**config.mk**
```make
export PLATFORM = sky130hd
export DESIGN_NAME = cacc_control_port
export DESIGN_NICKNAME = d
export VERILOG_FILES = /design/src/verilog/cacc_pkg.sv /design/src/verilog/cacc_control_port.sv
export SDC_FILE = /design/constraint.sdc
export NUM_CORES = 1
export LEC_CHECK = 0
export ABC_AREA = 1
export BUFFER_PORTS_ARGS = -buffer_cell sky130_fd_sc_hd__buf_2
export CAP_MARGIN = 30
export CORE_MARGIN = 3
export CORE_UTILIZATION = 61
export CTS_CLUSTER_SIZE = 24
export DETAILED_ROUTE_END_ITERATION = 16
export PLACE_DENSITY = 0.91
export SETUP_SLACK_MARGIN = 0.3
export SLEW_MARGIN = 20
export SYNTH_ARGS = -nofsm -noshare
export SYNTH_HDL_FRONTEND = slang
export SYNTH_SLANG_ARGS = --single-unit
```
**constraint.sdc**
```tcl
create_clock -name sys_clk -period 4.2 [get_ports sys_clk]
set_input_delay 0.63 -clock sys_clk [delete_from_list [all_inputs] [get_ports sys_clk]]
set_output_delay 0.63 -clock sys_clk [all_outputs]
set_load 0.05 [all_outputs]
```
**src/verilog/cacc_pkg.sv**
```systemverilog
package cacc_pkg;
    // Register pointer values of the three chip address registers.
    localparam logic [6:0] CACC_GRP2_OFS = 7'h19;
    localparam logic [6:0] CACC_GRP1_OFS = 7'h1a;
    localparam logic [6:0] CACC_IND_OFS = 7'h1b;
    // Field positions inside an address register.
    localparam int CACC_EN_BIT = 0;
    localparam int CACC_STRAP_BIT = 1;
    // Address register value after reset: 1000000b in bits 7:1.
    localparam logic [7:0] CACC_ADDR_RST = 8'h80;
    // Bit count positions of a byte and of the two-wire acknowledge.
    localparam logic [3:0] CACC_LAST_BIT = 4'h7;
    localparam logic [3:0] CACC_ACK_BIT = 4'h8;
    localparam logic [3:0] CACC_ACK_END = 4'h9;
    // Pin bundle positions in the synchroniser.
    localparam int CACC_PIN_CLK = 0;
    localparam int CACC_PIN_DAT = 1;
    localparam int CACC_PIN_CS = 2;
    localparam int CACC_PIN_STRAP = 3;
    // Frame states.
    typedef enum logic [2:0] {
        CACC_IDLE, CACC_ADDR, CACC_PTR, CACC_WDATA, CACC_RDATA, CACC_IGNORE
    } cacc_state_t;
    // Register write handed to the registers outside this block.
    typedef struct packed {
        logic [6:0] addr;
        logic [7:0] data;
    } cacc_wr_t;
endpackage
```
**src/verilog/cacc_control_port.sv**
```systemverilog
`timescale 1ns/1ps
// Contract
// - Three addresses: individual, two groups, own registers.
// - Individual address allows reads and writes.
// - Group addresses write only; group reads unanswered.
// - Reset loads default into all three addresses.
// - Address registers writable; match uses new value.
// - Every reset restores default addresses.
// - Group address matches only with enable bit.
// - Chain enable low in reset, high once enabled.
// - One write sets address and chain enable.
// - Shared group address writes reach all holders.
// - Two-wire unmatched read ignored until stop, start.
// - SPI read frame ignored until select cycles.
// - SPI default address is 1000000b; a high strap still sets bit 1 in SPI.
// - Pointer top bit selects auto increment.
module cacc_control_port
    import cacc_pkg::*;
(
    input wire logic sys_clk,
    input wire logic rst,
    input wire logic serial_bit_clock,
    input wire logic sda_mosi_in,
    input wire logic chip_select_n,
    input wire logic address_strap_pin,
    input wire logic [7:0] ext_rd_data,
    output logic sda_out,
    output logic sda_oe,
    output logic chain_enable_out,
    output logic [6:0] register_pointer,
    output logic ext_wr_strobe,
    output cacc_wr_t ext_wr
);
    // Two-stage synchroniser and an edge history stage for all pins.
    logic [3:0] pin_meta_reg;
    logic [3:0] pin_sync_reg;
    logic [3:0] pin_prev_reg;
    // Frame engine state.
    cacc_state_t state_reg;
    logic [3:0] bit_cnt_reg;
    logic [7:0] shift_reg;
    logic [7:0] tx_reg;
    logic autoinc_reg;
    logic rw_reg;
    logic spi_mode_reg;
    logic strap_load_reg;
    // The three chip address registers, address in 7:1, enable in 0.
    logic [7:0] ind_addr_reg;
    logic [7:0] grp1_addr_reg;
    logic [7:0] grp2_addr_reg;
    logic [6:0] ptr_reg;

    // True when an address register holds this address and, where need_en is set, is enabled.
    function automatic logic addr_hit(input logic [7:0] r,
                                      input logic [6:0] a,
                                      input logic need_en);
        addr_hit = (r[7:1] == a) && (r[CACC_EN_BIT] || !need_en);
    endfunction

    // Edges seen by the system clock on synchronised pins.
    wire clk_s = pin_sync_reg[CACC_PIN_CLK];
    wire clk_rise = clk_s && !pin_prev_reg[CACC_PIN_CLK];
    wire clk_fall = !clk_s && pin_prev_reg[CACC_PIN_CLK];
    wire dat_s = pin_sync_reg[CACC_PIN_DAT];
    wire dat_fall = !dat_s && pin_prev_reg[CACC_PIN_DAT];
    wire dat_rise = dat_s && !pin_prev_reg[CACC_PIN_DAT];
    wire cs_fall = !pin_sync_reg[CACC_PIN_CS] && pin_prev_reg[CACC_PIN_CS];
    wire cs_rise = pin_sync_reg[CACC_PIN_CS] && !pin_prev_reg[CACC_PIN_CS];
    wire i2c_start = !spi_mode_reg && clk_s && dat_fall;
    wire i2c_stop = !spi_mode_reg && clk_s && dat_rise;
    wire frame_begin = i2c_start || cs_fall;
    wire frame_end = i2c_stop || (spi_mode_reg && cs_rise);
    // A byte is complete on the 8th SPI rise or the two-wire fall after it.
    wire byte_done = spi_mode_reg ? (clk_rise && bit_cnt_reg == CACC_LAST_BIT)
                                  : (clk_fall && bit_cnt_reg == CACC_ACK_BIT);
    wire ack_end = !spi_mode_reg && clk_fall && bit_cnt_reg == CACC_ACK_END;
    // Completed byte: in SPI the last bit is still on the data pin.
    wire [7:0] rx_byte = spi_mode_reg ? {shift_reg[6:0], dat_s} : shift_reg;
    // Parallel comparison of the first byte's seven address bits.
    wire [6:0] rx_addr = rx_byte[7:1];
    wire rx_read = rx_byte[0];
    wire hit_ind = addr_hit(ind_addr_reg, rx_addr, 1'b0);
    wire hit_grp = addr_hit(grp1_addr_reg, rx_addr, 1'b1) ||
                   addr_hit(grp2_addr_reg, rx_addr, 1'b1);
    wire addr_done = byte_done && state_reg == CACC_ADDR;
    wire wdata_done = byte_done && state_reg == CACC_WDATA;
    wire rdata_done = byte_done && state_reg == CACC_RDATA;
    // Only the individual address may read, and only over two wires.
    wire read_ok = rx_read && hit_ind && !spi_mode_reg;
    wire write_ok = !rx_read && (hit_ind || hit_grp);
    wire wr_ind = wdata_done && ptr_reg == CACC_IND_OFS;
    wire wr_grp1 = wdata_done && ptr_reg == CACC_GRP1_OFS;
    wire wr_grp2 = wdata_done && ptr_reg == CACC_GRP2_OFS;
    wire ptr_step = (wdata_done || rdata_done) && autoinc_reg;
    wire [7:0] rd_mux = (ptr_reg == CACC_IND_OFS) ? ind_addr_reg :
                        (ptr_reg == CACC_GRP1_OFS) ? grp1_addr_reg :
                        (ptr_reg == CACC_GRP2_OFS) ? grp2_addr_reg :
                        ext_rd_data;
    wire bit_out = tx_reg[CACC_LAST_BIT[2:0] - bit_cnt_reg[2:0]];

    // Pins cross into the system clock through two flip-flops.
    always_ff @(posedge sys_clk) begin
        pin_meta_reg <= {address_strap_pin, chip_select_n, sda_mosi_in,
                         serial_bit_clock};
        pin_sync_reg <= pin_meta_reg;
        pin_prev_reg <= pin_sync_reg;
    end

    // Frame state: start or select fall opens, stop or select rise closes.
    always_ff @(posedge sys_clk) begin
        if (rst) begin
            state_reg <= CACC_IDLE;
        end else if (frame_begin) begin
            state_reg <= CACC_ADDR;
        end else if (frame_end) begin
            state_reg <= CACC_IDLE;
        end else if (addr_done) begin
            // Unmatched or forbidden requests sit out the frame.
            state_reg <= read_ok ? CACC_RDATA :
                         write_ok ? CACC_PTR : CACC_IGNORE;
        end else if (byte_done && state_reg == CACC_PTR) begin
            state_reg <= CACC_WDATA;
        end else if (clk_rise && state_reg == CACC_RDATA &&
                     bit_cnt_reg == CACC_ACK_BIT && dat_s) begin
            // A master not-acknowledge ends the read.
            state_reg <= CACC_IGNORE;
        end
    end

    // Bit counter and receive shifter, sampled on the bit clock rise.
    always_ff @(posedge sys_clk) begin
        if (rst || frame_begin) begin
            bit_cnt_reg <= 4'h0;
            shift_reg <= 8'h00;
        end else if (byte_done && spi_mode_reg) begin
            bit_cnt_reg <= 4'h0;
            shift_reg <= {shift_reg[6:0], dat_s};
        end else if (ack_end) begin
            bit_cnt_reg <= 4'h0;
        end else if (clk_rise && state_reg != CACC_IDLE) begin
            bit_cnt_reg <= bit_cnt_reg + 4'h1;
            if (bit_cnt_reg < CACC_ACK_BIT) begin
                shift_reg <= {shift_reg[6:0], dat_s};
            end
        end
    end

    // Mode selection: a select fall after reset chooses SPI.
    always_ff @(posedge sys_clk) begin
        if (rst) begin
            spi_mode_reg <= 1'b0;
        end else if (cs_fall) begin
            spi_mode_reg <= 1'b1;
        end
    end

    // Pointer byte and auto increment after each data byte.
    always_ff @(posedge sys_clk) begin
        if (rst) begin
            ptr_reg <= 7'h00;
            autoinc_reg <= 1'b0;
        end else if (byte_done && state_reg == CACC_PTR) begin
            ptr_reg <= rx_byte[6:0];
            autoinc_reg <= rx_byte[7];
        end else if (ptr_step) begin
            ptr_reg <= ptr_reg + 7'h01;
        end
    end

    // Read byte loaded at the end of each acknowledge slot.
    always_ff @(posedge sys_clk) begin
        if (rst) begin
            tx_reg <= 8'h00;
        end else if (ack_end) begin
            tx_reg <= rd_mux;
        end
    end

    // Two-wire data pin: pull low for acknowledge or a zero read bit.
    always_ff @(posedge sys_clk) begin
        if (rst || frame_begin || frame_end) begin
            sda_oe <= 1'b0;
        end else if (byte_done && !spi_mode_reg) begin
            sda_oe <= (state_reg == CACC_ADDR) ? (read_ok || write_ok) :
                      (state_reg != CACC_RDATA && state_reg != CACC_IGNORE);
        end else if (ack_end) begin
            sda_oe <= (state_reg == CACC_RDATA) && !rd_mux[7];
        end else if (clk_fall && state_reg == CACC_RDATA &&
                     bit_cnt_reg < CACC_ACK_BIT) begin
            sda_oe <= !bit_out;
        end
    end
    assign sda_out = 1'b0;

    // Strap is taken in the first cycle after reset release.
    always_ff @(posedge sys_clk) begin
        strap_load_reg <= rst;
    end
    wire strap_or = strap_load_reg && !spi_mode_reg &&
                    pin_sync_reg[CACC_PIN_STRAP];
    wire [7:0] strap_bits = 8'(strap_or) << CACC_STRAP_BIT;

    // Chip address registers: default on reset, serial writes after.
    always_ff @(posedge sys_clk) begin
        if (rst) begin
            ind_addr_reg <= CACC_ADDR_RST;
            grp1_addr_reg <= CACC_ADDR_RST;
            grp2_addr_reg <= CACC_ADDR_RST;
        end else begin
            ind_addr_reg <= wr_ind ? rx_byte :
                            (ind_addr_reg | strap_bits);
            grp1_addr_reg <= wr_grp1 ? rx_byte :
                             (grp1_addr_reg | strap_bits);
            grp2_addr_reg <= wr_grp2 ? rx_byte :
                             (grp2_addr_reg | strap_bits);
        end
    end

    // Writes to any other pointer go out to the outside registers.
    always_ff @(posedge sys_clk) begin
        if (rst) begin
            ext_wr_strobe <= 1'b0;
            ext_wr <= '0;
        end else begin
            ext_wr_strobe <= wdata_done && !wr_ind && !wr_grp1 && !wr_grp2;
            if (wdata_done) begin
                ext_wr <= '{addr: ptr_reg, data: rx_byte};
            end
        end
    end
    assign register_pointer = ptr_reg;

    // Chain enable follows the individual register's enable bit.
    always_ff @(posedge sys_clk or posedge rst) begin
        if (rst) begin
            chain_enable_out <= 1'b0;
        end else begin
            chain_enable_out <= ind_addr_reg[CACC_EN_BIT];
        end
    end
endmodule

```
==> qor.yml <==
crit_fanout: 16
regMostFlops: "ext_wr"
async_flop_share_pct: 1.16
cp-startpoint: "spi_mode_reg$_SDFFE_PP0P_"
end_kind: "flip-flop"
synth_warnings: 0
hold_viol: 0
ant_nets: 0
skew_ps: 10.4
cp_slowest_stage_delay_ps: 740
vias: 4167
final_cells: 721
leakage_nw: 2.05
grt_overflow_total: 0
syn_nets: 609
crit_slowest_cell: "dfxtp_1"
post_cts_resized: 0
grtUsageTotal_pct: 27.5
wl_per_cell_um: 15.5
fin_tns_setup_ps: 0
htreeDepth: 3
rsz0062_at_grt: "false"
dp.cells: 705
combPwrFrac_pct: 7.2
largest_reg_flops: 15
drc: 0
synth_ff_type: "dfxtp_1"
cts_tree: "yes"
synthToLayoutAreaGrowth_pct: 8.91
drv_slew: 0
first_iter_violations: 388
design_area_sq_mm: 0.00468
io_buffers: 38
ioPinCount: 40
synth.distinct_cells: 48
final_common_cell: "nand2_1"
fillers: 541
crit_chain: "nand2_1, nand2_4, nand2_1, nand2_1, nand2_1, nor2_1, nand2_1, nand3_1, nand2_1, nand2_1, nand2_1, nand2_1, a21oi_1"
num_rows: 29
setup_viol: 0
synthCells: 590
path_clk_slew_ps: 90
status: "completed"
whs_ps: 333
min_period_over_period_pct: 53.2
netlist_area_sq_mm: 0.00430
clockPowerShare_pct: 36.9
switchingPower_mw: 0.405
synth_seq_area_share_pct: 40.2
hp-class: "reg -> reg"
cp_common_cell: "nand2_1"
cp-start-kind: "flip-flop"
start_util_pct: 65.1
clock_latency_ps: 360
die_w_um: 90.0
timing.rr.start: "spi_mode_reg$_SDFFE_PP0P_"
die-area_sq_mm: 0.00809
pwr-share-seq_pct: 55.9
drt_first_pass_iters: 5
postPlaceCellArea_sq_mm: 0.00449
most-common-layout-cells: "nand2_1, dfxtp_1, inv_1"
postSynthRegisterBits: 86
critPathKind: "reg -> reg"
worstPathRequired_ps: 4440
grt_max_degree: 25
power_mw: 1.51
fmax_ghz: 0.447
ctsLongestPathBuffers: 2
antenna_cells: 0
cts.sinks: 86
grt_pass1_vias: 3944
power.internal_mw: 1.10
drive_gt1_share_pct: 16.2
swShare_pct: 26.9
post-route-min-period_ps: 2240
power_density_mw_per_mm2: 322
hold_buffers: 0
place_congestion: 0.964
cts_root_buf: "clkbuf_8"
die_h_um: 90.0
routed_wl_um: 11200
grt_pass1_wl_um: 18300
cts_made_buffers: 9
hold_start: "pin_meta_reg[0]$_DFF_P_"
post_cts_buffers: 0
tightest_slew_ps: 633
vdd_drop_max_uv: 256
core-area_sq_mm: 0.00660
vias_per_cell: 5.78
finalNetCount: 642
synth-edff-count: 0
relSlewSlack_pct: 57.8
place_hpwl_um: 8410
arrival_ps: 2470
postSynthAreaPerCell_sq_um: 7.29
drv_cap: 0
antenna_found_initial: 0
## final cells by class
| cell class | instances | area (sq um) | share of cell area [%] |
|---|---|---|---|
| Clock buffer | 10 | 138 | 2.94 |
| Clock inverter | 6 | 51.3 | 1.10 |
| Inverter | 82 | 310 | 6.63 |
| Multi-Input combinational cell | 405 | 2140 | 45.8 |
| Sequential cell | 86 | 1730 | 36.9 |
| Tap cell | 93 | 116 | 2.49 |
| Timing Repair Buffer | 39 | 198 | 4.22 |
## cells in the mapped netlist, types with 4 or more instances
cell / n / share of area [%]
nand2_1: 115 / 10
dfxtp_1: 85 / 40
inv_1: 70 / 6.1
a21oi_1: 53 / 6.2
o21ai_0: 49 / 5.7
nand3_1: 45 / 5.2
nor2_1: 45 / 3.9
inv_2: 10 / 0.87
o22ai_1: 10 / 1.5
a22oi_1: 8 / 1.4
nand2_2: 8 / 1.2
nand2_4: 7 / 1.8
a211oi_1: 6 / 1.0
buf_2: 5 / 0.58
clkbuf_1: 5 / 0.44
ha_1: 5 / 1.5
nand4_1: 5 / 0.73
nor2_4: 5 / 1.3
xor2_1: 5 / 1.0
nor2_2: 4 / 0.58
nor3_1: 4 / 0.47
o21ai_1: 4 / 0.47
## metrics by stage
| step | utilization, % | setup WS, ps |
|---|---|---|
| 2_1_floorplan | - | 2210 |
| 3_3_place_gp | 68.0 | 2090 |
| 3_5_place_dp | 68.0 | 2060 |
| 4_1_cts | 70.9 | 2050 |
| 5_1_grt | 70.9 | 1820 |
| 6_report | 70.9 | 1960 |
## power by group through the flow
stage | Clock [mW] | Combinational [mW] | Sequential, mW
global placement | 0 | 0.104 | 0.860
global route | 0.604 | 0.118 | 0.844
finish | 0.556 | 0.109 | 0.842
CTS | 0.563 | 0.106 | 0.841
floorplan | 0 | 0.0847 | 0.854
detailed placement | 0 | 0.105 | 0.861
## routing by layer
layer / global-route usage [%] / up-vias / part of all wire (%)
met2: 45.7 / 210 / 48
met5: 0 / - / 0
met4: 11.0 / 0 / 2.7
met3: 5.18 / 39 / 7.9
li1: - / 2013 / -
met1: 35.4 / 1905 / 42
## kinds of logic after synthesis
logic type                 Yosys count  share of synthesized area, %
and+or+nand+nor                    249                          28.0
AOI/OAI and AO/OA                  144                          19.1
buffers and inverters               99                          10.0
DFF                                 86                          40.2
xor gates and xnor gates             6                          1.22
adders and majority gates            5                          1.46
other                                1                        0.0872
## worst paths after layout
path	end	slack, ps	depth (start not counted)
max	state_reg[0]$_SDFFE_PP0P_	1960	13
max reg2reg	state_reg[0]$_SDFFE_PP0P_	1960	13
min reg2reg	pin_sync_reg[0]$_DFF_P_	330	0
min	pin_sync_reg[0]$_DFF_P_	330	0
min in group asynchronous	chain_enable_out$_DFF_PP0_	500	2
max in group asynchronous	chain_enable_out$_DFF_PP0_	3340	2
## worst max-delay path, delay by kind of cell, from the launching register on
family	cells	cell delay, ps
AOI/OAI and AO/OA	1	50
DFF	1	740
and+or+nand+nor	12	1320
No activity file was read; power rests on OpenSTA's default activity.
